## config.mk

```make
export PLATFORM = sky130hd
export DESIGN_NAME = pif_flag_register
export DESIGN_NICKNAME = d
export VERILOG_FILES = /design/src/inc/pif_pkg.sv /design/src/logic/pif_flag_register.sv
export VERILOG_INCLUDE_DIRS = /design/src /design/src/inc
export SDC_FILE = /design/constraint.sdc
export NUM_CORES = 1
export LEC_CHECK = 0
export ABC_CLOCK_PERIOD_IN_PS = 1500
export CORE_MARGIN = 2
export CORE_UTILIZATION = 50
export CTS_CLUSTER_DIAMETER = 120
export DETAILED_ROUTE_END_ITERATION = 7
export DONT_BUFFER_PORTS = 1
export PLACE_DENSITY = 0.74
export SYNTH_ARGS = -nofsm -noshare
export SYNTH_HDL_FRONTEND = slang
export SYNTH_SLANG_ARGS = --single-unit
```

## constraint.sdc

```tcl
create_clock -name clk_sys -period 1.5 [get_ports clk_sys]
set_input_delay 0 -clock clk_sys [delete_from_list [all_inputs] [get_ports clk_sys]]
set_output_delay 0 -clock clk_sys [all_outputs]
set_load 0.05 [all_outputs]
```

## src/inc/pif_map.svh

```systemverilog
// register offsets, field positions, reset values for the peripheral flag block
`ifndef PIF_MAP_SVH
`define PIF_MAP_SVH
`define PIF_OFF_FLAGS 12'h000
`define PIF_OFF_ENABLE 12'h004
`define PIF_OFF_CONTROL 12'h008
`define PIF_OFF_PENDING 12'h00C
`define PIF_BIT_FIRST_TIMER 0
`define PIF_BIT_SECOND_TIMER 1
`define PIF_BIT_CAPTURE 2
`define PIF_BIT_SYNC_SERIAL 3
`define PIF_BIT_SERIAL_TX 4
`define PIF_BIT_SERIAL_RX 5
`define PIF_BIT_CONVERTER 6
`define PIF_BIT_PARALLEL 7
`define PIF_BIT_GLOBAL_EN 7
`define PIF_BIT_PERIPH_EN 6
`define PIF_RESET_FLAGS 8'h00
`define PIF_RESET_ENABLE 8'h00
`define PIF_RESET_CONTROL 8'h00
`define PIF_SW_CLEAR_MASK 8'hCF
`endif

```

## src/inc/pif_pkg.sv

```systemverilog
// types for the peripheral flag block
package pif_pkg;
  typedef struct packed {
    logic parallelDone;
    logic converterDone;
    logic rxHasData;
    logic txEmpty;
    logic syncSerialEvent;
    logic captureEvent;
    logic secondTimerMatch;
    logic firstTimerOverflow;
  } pif_events_type;
endpackage

```

## src/logic/pif_flag_register.sv

```systemverilog
// peripheral interrupt flag register with apb slave and interrupt output
// What this block does
// - Each flag is set on its source event regardless of any enable bit.
// - Eight flags sit in one register, parallel port at bit 7 down to first timer at bit 0.
// - The converter flag is set when a conversion finishes; zero means none pending.
// - The receive flag follows the receive buffer being non-empty and is read-only.
// - The transmit flag is high while the transmit buffer is empty and is read-only.
// - The global enable, with the peripheral enable also set, lets unmasked sources interrupt and blocks all when clear.
// - The capture flag is set on a timer capture and stays until software clears it.
`timescale 1ns/1ps
`include "pif_map.svh"
module pif_flag_register #(
  parameter int ADDR_WIDTH = 12
) (
  input wire logic clk_sys,
  input wire logic srst,
  input wire logic [ADDR_WIDTH-1:0] paddr,
  input wire logic psel,
  input wire logic penable,
  input wire logic pwrite,
  input wire logic [31:0] pwdata,
  input wire logic [3:0] pstrb,
  output logic [31:0] prdata,
  output logic pready,
  output logic pslverr,
  input wire pif_pkg::pif_events_type events,
  output logic irq
);

  // offsets are 12-bit constants; a wider bus would need them extended
  if (ADDR_WIDTH < 4 || ADDR_WIDTH > 12) begin : g_width_check
    $error("address width outside what the register map decodes");
  end

  // ****************
  // flags and registers
  // ****************
  logic [7:0] flags;
  logic [7:0] enable;
  logic [7:0] control;
  logic [7:0] eventVec;
  logic [7:0] pending;
  logic wrAccess;
  logic rdAccess;
  logic lowLane;
  logic hitFlags;
  logic hitEnable;
  logic hitControl;
  logic hitPending;
  logic wrFlags;
  logic wrEnable;
  logic wrControl;
  logic [7:0] swClear;
  logic [7:0] stickyEvents;

  assign eventVec = events;
  assign wrAccess = psel & penable & pwrite;
  assign rdAccess = psel & penable & ~pwrite;
  assign lowLane = pstrb[0];
  assign pready = 1'b1;

  function automatic logic decodeHit(input logic [ADDR_WIDTH-1:0] a, input logic [11:0] off);
    decodeHit = (a == off[ADDR_WIDTH-1:0]);
  endfunction

  // ****************
  // bus decode
  // ****************
  assign hitFlags = decodeHit(paddr, `PIF_OFF_FLAGS);
  assign hitEnable = decodeHit(paddr, `PIF_OFF_ENABLE);
  assign hitControl = decodeHit(paddr, `PIF_OFF_CONTROL);
  assign hitPending = decodeHit(paddr, `PIF_OFF_PENDING);
  assign wrFlags = wrAccess & lowLane & hitFlags;
  assign wrEnable = wrAccess & lowLane & hitEnable;
  assign wrControl = wrAccess & lowLane & hitControl;
  // receive and transmit bits are outside the mask, so writes never touch them
  assign swClear = wrFlags ? (pwdata[7:0] & `PIF_SW_CLEAR_MASK) : 8'h00;
  assign stickyEvents = eventVec & `PIF_SW_CLEAR_MASK;

  // write-one-to-clear; a source event in the same cycle wins over the clear
  // buffer-state flags bypass this: they are plain copies of the buffer status
  always_ff @(posedge clk_sys) begin
    if (srst) begin
      flags <= `PIF_RESET_FLAGS;
    end else begin
      for (int i = 0; i < 8; i++) begin
        if (i == `PIF_BIT_SERIAL_RX || i == `PIF_BIT_SERIAL_TX) begin
          flags[i] <= eventVec[i];
        end else if (eventVec[i]) begin
          flags[i] <= 1'b1;
        end else if (swClear[i]) begin
          flags[i] <= 1'b0;
        end
      end
    end
  end

  always_ff @(posedge clk_sys) begin
    if (srst) begin
      enable <= `PIF_RESET_ENABLE;
    end else if (wrEnable) begin
      enable <= pwdata[7:0];
    end
  end

  always_ff @(posedge clk_sys) begin
    if (srst) begin
      control <= `PIF_RESET_CONTROL;
    end else if (wrControl) begin
      control <= pwdata[7:0] & 8'hC0;
    end
  end

  // ****************
  // interrupt output
  // ****************
  assign pending = flags & enable;

  always_ff @(posedge clk_sys) begin
    if (srst) begin
      irq <= 1'b0;
    end else begin
      irq <= control[`PIF_BIT_GLOBAL_EN] & control[`PIF_BIT_PERIPH_EN] & (|pending);
    end
  end

  // ****************
  // read path
  // ****************
  always_ff @(posedge clk_sys) begin
    if (srst) begin
      prdata <= 32'h00000000;
    end else if (psel && !penable && !pwrite) begin
      if (decodeHit(paddr, `PIF_OFF_FLAGS)) begin
        prdata <= {24'h000000, flags};
      end else if (decodeHit(paddr, `PIF_OFF_ENABLE)) begin
        prdata <= {24'h000000, enable};
      end else if (decodeHit(paddr, `PIF_OFF_CONTROL)) begin
        prdata <= {24'h000000, control};
      end else if (decodeHit(paddr, `PIF_OFF_PENDING)) begin
        prdata <= {24'h000000, pending};
      end else begin
        prdata <= 32'h00000000;
      end
    end
  end

  always_comb begin
    pslverr = 1'b0;
    if (psel && penable) begin
      pslverr = !(decodeHit(paddr, `PIF_OFF_FLAGS) || decodeHit(paddr, `PIF_OFF_ENABLE)
                 || decodeHit(paddr, `PIF_OFF_CONTROL)
                 || (decodeHit(paddr, `PIF_OFF_PENDING) && !pwrite));
    end
  end
endmodule

```

======== Yosys cells after proc, flatten, opt, wreduce, memory -nomap -nowiden ========
Index checks and enable logic that the tools add are counted.
operators by class
  equality and inequality tests ........... 3
  mux-type cells .......................... 18
  bitwise operators ....................... 9
  reductions and logical operators ........ 18
operator list
  cell                                                  count
  2-to-1 mux 8 bit                                      5
  equality test 12 x 4 -> 1 bit, second input constant  2
  2-to-1 mux 1 bit                                      13
  equality test 12 x 3 -> 1 bit, second input constant  1
  logical NOT 12 bit                                    1
  nonzero test 2 bit                                    6
  AND 1 bit                                             8
  AND 8 bit                                             1
  OR reduction 8 bit                                    1
  logical AND 1 bit                                     4
  logical NOT 1 bit                                     3
  logical OR 1 bit                                      3
word-level totals
  register bits after elaboration ......... 51
  input bits .............................. 61
  word-level logic and storage cells ...... 59

======== Logic depth before layout (Yosys ltp) ========
Gate-level depths: netlist of run 1.
  word-level depth ........................ 7
  mapped depth ............................ 6

======== Worst setup path after synthesis of run 1 ========
Ideal clock, no wire load.
  path kind ............................... input port to flip-flop
  start point ............................. input paddr[7]
  end point ............................... register enable[0]
  data arrival time ....................... 1.439 ns
  slack ................................... -0.066 ns
  cell stages on the path ................. 4
  path buffers ............................ 0
  cells stage by stage .................... or4_4 > nor4_4 > mux2i_1 > nor2_1
on the way
  cells in the longest elaborated chain, start to end .. 2
ends and longest elaborated chain
  what                           line                      RTL
  start, declared                pif_flag_register.sv:17   input wire logic [ADDR_WIDTH-1:0] paddr,
  equality test 12 x 3 -> 1 bit  pif_flag_register.sv:63   decodeHit = (a == off[ADDR_WIDTH-1:0]);
  AND 1 bit                      pif_flag_register.sv:74   assign wrEnable = wrAccess & lowLane & hitEnable;
  end signal, assigned           pif_flag_register.sv:100  enable <= `PIF_RESET_ENABLE;
  end signal, assigned           pif_flag_register.sv:102  enable <= pwdata[7:0];
  end, declared                  pif_flag_register.sv:39   logic [7:0] enable;
No other way between the ends.
A chain may end at the register's enable or synchronous reset.

==> metrics.yaml, run 1 <==
worst_setup_path:
  worst_path_max_delay_cell: "dlygate4sd3_1"
  cp_slowest_stage_delay_ns: 1.06
  cp.arrival_ns: 1.52
  crit_path_cell_trace: "dlygate4sd3_1, nor2_1, nand2_1, o21ai_0"
  critPathRequiredTime_ns: 1.70
  r2r_cells: 3
  critPathCaptureType: "flop"
  startpoint: "srst"
  r2r_slack_ns: 0.37
  reg2reg_from: "enable[1]"
  endpoint: "prdata[2]"
  start_kind: "input pin"
  worst-setup-path-type: "in2reg"
  crit_fanout: 23
  r2r-end: "irq"
sta:
  clock.fmax_mhz: 762
  period_share: 0.875
  period_minus_slack_ns: 1.31
  setup_viol: 0
  finalHoldViolations: 0
  worstMarginPinSlew_ns: 0.803
  slew_violations: 0
  max-slew-margin-rel: 0.463
  clock_skew_ns: 0.00215
  rsz0062_at_grt: "false"
  fin_ws_ns: 0.188
clock_network:
  cts_made_buffers: 3
  cts_htree_levels: 1
  clock-root-buffer: "clkbuf_4"
  clock_latency_ns: 0.30
  cts.sinks: 27
  post_cts.repair.setup_buffers: 0
  hold_buffers: 21
  path_clk_slew_ns: 0.13
  cts_resized: 0
  cts_tree: "yes"
  clk_path_buf_depth: 2
worst_hold_path:
  hp-class: "in2reg"
finish:
  nFillCells: 233
  nets: 257
  regArea_sq_um: 541
  final_cells: 226
  num_antenna_cells: 0
  area_growth_pct: 18.1
  drive_gt1_frac: 0.128
  multi_input_area_sq_um: 783
run:
  maxCapViolations: 0
route:
  drc: 0
  first_pass_iters: 4
  drt-vias-per-instance: 5.37
  wire_per_inst_um: 13.2
  vias: 1214
  postRouteAntennaNets: 0
  drt-initial-drc-count: 29
  wl_mm: 2.98
synth:
  synth_area_per_cell_sq_um: 8.94
  synth_cell_types: 31
  syn_area_sq_um: 1470
  synth_area_leader_cell: "dfxtp_1"
  syn_inst: 164
  ys_ff_latch: 27
  synth_top_area_frac: 0.369
  ys_warn_count: 0
  synth_area_leaders: "dfxtp_1, buf_4, mux2i_1"
  yosysSeqAreaShare: 0.369
placement:
  place.gp.congestion: 0.714
  hpwl_mm: 2.32
  numPlacedInstances: 201
  io_buffers: 0
  place_worst_setup_slack_ns: 0.0210
floorplan:
  die_area_sq_um: 3380
  core_area_sq_um: 2780
  initial_core_util: 0.527
  num_io_pins: 96
  die_y_um: 58.2
  rows: 19
  die_x_um: 58.2
power:
  power.leakage_uw: 0.000701
  ir_drop_uv: 606
  power_density_nw_per_um2: 760
global_route:
  grt_pass1_vias: 1088
  antenna_found_initial: 0
  gr-total-overflow: 0
  track_usage: 0.187
  grt_max_degree: 24
  grt_pass1_wl_mm: 4.97
run_status:
  status: "finished clean"
critical path, delay by kind of cell:
| family | cells | cell delay [ns] |
|---|---|---|
| simple gates | 2 | 0.38 |
| compound gates | 1 | 0.08 |
| buf+inv | 1 | 1.06 |
cells in the final DEF, fill, tap and decap left out, drive strengths merged:
master / netlist / final
inv: 6 / 6
nand2: 11 / 11
nor2b: 5 / 5
a311oi: 6 / 6
nor4b: 1 / 1
nor3b: 1 / 1
nand2b: 4 / 4
a221oi: 4 / 4
o31ai: 2 / 2
a22oi: 4 / 4
or3b: 1 / 1
buf: 25 / 13
or4b: 2 / 2
nand4: 1 / 1
a22o: 2 / 2
or4: 2 / 2
dlygate4sd3: 0 / 21
nand3: 3 / 3
o21ai: 8 / 8
nor4: 3 / 3
a32oi: 2 / 2
a211oi: 1 / 1
clkbuf: 5 / 4
a21oi: 1 / 1
conb: 2 / 25
dfxtp: 27 / 27
nor2: 21 / 21
a21o: 4 / 4
mux2i: 10 / 10
stage by stage:
stage          hold WS [ns]  total power, uW  cell area [sq um]  setup TNS [ns]  utilization
2_1_floorplan        0.0716             1020               1550          -0.370            -
3_3_place_gp         0.0759              970               1500               0        0.538
3_5_place_dp         0.0790              975               1500               0        0.538
4_1_cts             0.00494             1330               1730               0        0.623
5_1_grt             0.00787             1380               1730               0        0.623
6_report             0.0153             1320               1730               0        0.623
where the power goes:
| part | internal [uW] | total [uW] | switching (uW) |
|---|---|---|---|
| clock | 104 | 294 | 190 |
| combinational | 72.0 | 275 | 203 |
| sequential | 733 | 747 | 14.0 |
flip-flops by register name (all words and copies together) (netlist names):
name	count
flags	8
prdata	8
irq	1
enable	8
control	2
how the worst min path moves through the flow:
| stage | from | endpoint | slack (ns) | cells past startpoint |
|---|---|---|---|---|
| final | paddr[3] | prdata[6] | 0.02 | 2 |
| after global routing | paddr[2] | prdata[3] | 0.008 | 3 |
| after CTS | paddr[2] | prdata[7] | 0.005 | 2 |
| after detailed placement | srst | flags[7] | 0.08 | 1 |
| after global placement | srst | enable[0] | 0.08 | 1 |
| after floorplan | srst | flags[5] | 0.07 | 1 |
metal layers:
layer	part of all wire	routed length, um	vias up	GRT usage
li1	-	-	594	-
met5	0	0	-	0
met2	0.51	1510	48	0.333
met1	0.43	1270	568	0.235
met3	0.054	160	4	0.0335
met4	0.012	36	0	0.0399
layout make-up:
| class | instances | share of cell area |
|---|---|---|
| sequential | 27 | 0.312 |
| timing repair buffer | 34 | 0.185 |
| clock buffer | 4 | 0.0152 |
| inverter | 6 | 0.0130 |
| multi-input combinational | 124 | 0.452 |
| tap | 31 | 0.0224 |
cell families (layout without fill, tap and decap cells):
group                  Yosys count  count (layout)  synth area share
buffers and inverters           36              44             0.156
other                            2              25           0.00512
AND/OR/NAND/NOR                 55              55             0.231
AO/OA/AOI/OAI                   34              34             0.171
flip-flops                      27              27             0.369
multiplexers                    10              10            0.0683
synthesized netlist by cell type, drive strengths merged:
cell type and instances:
clkbuf 5, a311oi 6, conb 2, dfxtp 27, nor4 3, or4 2, nand3 3, inv 6
buf 25, a22o 2, a21oi 1, a211oi 1, nand4 1, a32oi 2, nor3b 1, o31ai 2
a21o 4, or4b 2, or3b 1, o21ai 8, nand2b 4, nor2 21, a22oi 4, a221oi 4
nand2 11, mux2i 10, nor2b 5, nor4b 1
Power figures use the tool's default switching activity.
==> run 2: changes to the inputs <==
--- a/config.mk
+++ b/config.mk
@@ -6,13 +6,13 @@
 export SDC_FILE = /design/constraint.sdc
 export NUM_CORES = 1
 export LEC_CHECK = 0
-export ABC_CLOCK_PERIOD_IN_PS = 1500
+export ABC_CLOCK_PERIOD_IN_PS = 1700
 export CORE_MARGIN = 2
 export CORE_UTILIZATION = 50
 export CTS_CLUSTER_DIAMETER = 120
 export DETAILED_ROUTE_END_ITERATION = 7
 export DONT_BUFFER_PORTS = 1
-export PLACE_DENSITY = 0.74
+export PLACE_DENSITY = 0.71
 export SYNTH_ARGS = -nofsm -noshare
 export SYNTH_HDL_FRONTEND = slang
 export SYNTH_SLANG_ARGS = --single-unit
==> constraint.sdc (replaced) <==
create_clock -name clk_sys -period 1.7 [get_ports clk_sys]
set_input_delay 0 -clock clk_sys [delete_from_list [all_inputs] [get_ports clk_sys]]
set_output_delay 0 -clock clk_sys [all_outputs]
set_load 0.02 [all_outputs]
==> run 2 against run 1 <==
Against the previous run:
- final area is 3.5% lower
- combinational power is 39% lower
- clock power hardly changed
- largest power group unchanged
- critical path type unchanged
- non-clock buffer count is 8 lower
- sequential cell count stayed put
==> metrics.yaml, run 2 (synthesis results as in run 1) <==
run_status:
  status: "finished clean"
route:
  wire_per_inst_um: 14.5  # +9.9%
  vias: 1156  # -4.8%
  drt-initial-drc-count: 11  # -62%
  drc: 0  # unchanged
  drt-vias-per-instance: 5.30  # -1.3%
  postRouteAntennaNets: 0  # unchanged
  first_pass_iters: 4  # unchanged
  wl_mm: 3.16  # +6.0%
global_route:
  track_usage: 0.195  # +0.00762
  top_usage_layer: "met2"
  gr-usage-met2: 0.343  # +0.00974
  grt_pass1_vias: 1029  # -5.4%
  grt_use_met1: 0.237  # +0.00204
  antenna_found_initial: 0  # unchanged
  gr-total-overflow: 0  # unchanged
  met3_usage: 0.0625  # +0.0290
  grt_pass1_wl_mm: 5.02  # +1.1%
  grt_max_degree: 24  # unchanged
placement:
  io_buffers: 0  # unchanged
  place.gp.congestion: 0.735  # +3.0%
  hpwl_mm: 2.24  # -3.5%
finish:
  top_regs: "enable (8), flags (8), prdata (8)"
  layout_commonest_cell: "dfxtp_1"
  nFillCells: 248  # +6.4%
  drive_gt1_frac: 0.0802  # -0.0480
  num_antenna_cells: 0  # unchanged
  multi_input_area_sq_um: 783  # unchanged
  regArea_sq_um: 541  # unchanged
  nets: 249  # -3.1%
  area_growth_pct: 14.0
  most-common-layout-cells: "dfxtp_1, conb_1, dlygate4sd3_1"
clock_network:
  clock-root-buffer: "clkbuf_4"
  cts.sinks: 27  # unchanged
  hold_buffers: 21  # unchanged
  clock_latency_ns: 0.34  # +0.04 ns
  path_clk_slew_ns: 0.16  # +0.03 ns
  post_cts.repair.setup_buffers: 0  # unchanged
  cts_htree_levels: 1  # unchanged
  cts_made_buffers: 3  # unchanged
  cts_resized: 0  # unchanged
  cts_tree: "yes"
  clk_path_buf_depth: 2  # unchanged
worst_setup_path:
  r2r-end: "prdata[7]"
  start_kind: "input pin"
  crit_fanout: 3  # -87%
  cp.arrival_ns: 1.76  # +0.24 ns
  r2r_slack_ns: 0.60  # +0.23 ns
  critPathCaptureType: "flop"
  reg2reg_from: "flags[7]"
  critPathRequiredTime_ns: 1.92  # +0.22 ns
  r2r_cells: 4  # +1
  worst-setup-path-type: "in2reg"
power:
  power.leakage_uw: 0.000656  # -6.4%
  power_density_nw_per_um2: 673  # -11%
  ir_drop_uv: 810  # +34%
sta:
  holdWs_ns: 0.00922  # -0.00606 ns
  period_minus_slack_ns: 1.54
  setup_viol: 0  # unchanged
  finalHoldViolations: 0  # unchanged
  clock_skew_ns: 0.0165  # +0.0143 ns
  clock.fmax_mhz: 648
  worstMarginPinSlew_ns: 0.819  # +0.0161 ns
  period_share: 0.908
  rsz0062_at_grt: "false"
  max-slew-margin-rel: 0.452  # -0.0108
  tns_ns: 0  # unchanged
  slew_violations: 0  # unchanged
worst_hold_path:
  hp-class: "in2reg"
  worst_hold_path.num_cells: 4  # +2
  min_to: "prdata[6]"
  min_from: "paddr[2]"
floorplan:
  die_area_sq_um: 3380  # unchanged
  die_x_um: 58.2  # unchanged
  core_area_sq_um: 2780  # unchanged
  initial_core_util: 0.527  # unchanged
  die_y_um: 58.2  # unchanged
  num_io_pins: 96  # unchanged
  rows: 19  # unchanged
run:
  maxCapViolations: 0  # unchanged
## run 2: cell types whose count changed in the layout (fill, tap and decap cells not counted)
| cell | previous run | this run |
|---|---|---|
| buf_4 | 12 | 2 |
| buf_12 | 1 | 0 |
| dlygate4sd3_1 | 21 | 24 |
| inv_6 | 0 | 1 |
| clkbuf_1 | 1 | 0 |
## run 2: how the worst max path moves through the flow
| stage | start | to | cells after the start | slack (ns) |
|---|---|---|---|---|
| after floorplan | paddr[7] | enable[0] | 4 | 0.13 |
| final | paddr[1] | control[7] | 5 | 0.16 |
| after global routing | paddr[1] | control[7] | 5 | 0.1 |
| after CTS | srst | prdata[3] | 4 | 0.39 |
| after detailed placement | paddr[7] | flags[2] | 4 | 0.09 |
| after global placement | paddr[7] | flags[6] | 4 | 0.13 |
## run 2: per-layer routing
metal  share of wire  vias to the layer above
met1            0.42                      530
met2            0.51                       45
met5               0                        -
li1                -                      579
met3           0.067                        2
met4          0.0038                        0
## run 2: critical path: stages
cell,delay [ns]
dlygate4sd3_1,0.53
or4b_2,0.67
nor4_2,0.28
mux2i_1,0.22
nor2_1,0.05
## run 2: power by group
| group | switching, uW | internal [uW] | total (uW) |
|---|---|---|---|
| registers | 13.8 | 647 | 661 |
| logic | 104 | 64.5 | 169 |
| clock network | 200 | 96.0 | 296 |
| total | 318 | 808 | 1130 |
## run 2: layout make-up
type,count,share of cell area
multi-input cells,124,0.469
flip-flops and latches,27,0.323
repair buffers,26,0.153
well taps,31,0.0232
clock buffers,3,0.0135
inverters,6,0.0135
clock inverters,1,0.00524
## run 2: stage by stage
step	utilization	power, uW	instances	cell area [sq um]	setup WS [ns]
2_1_floorplan	-	826	187	1550	0.134
3_3_place_gp	0.503	775	190	1400	0.130
3_5_place_dp	0.503	779	190	1400	0.0901
4_1_cts	0.590	1120	215	1640	0.386
5_1_grt	0.601	1170	218	1670	0.0952
6_report	0.601	1130	218	1670	0.156
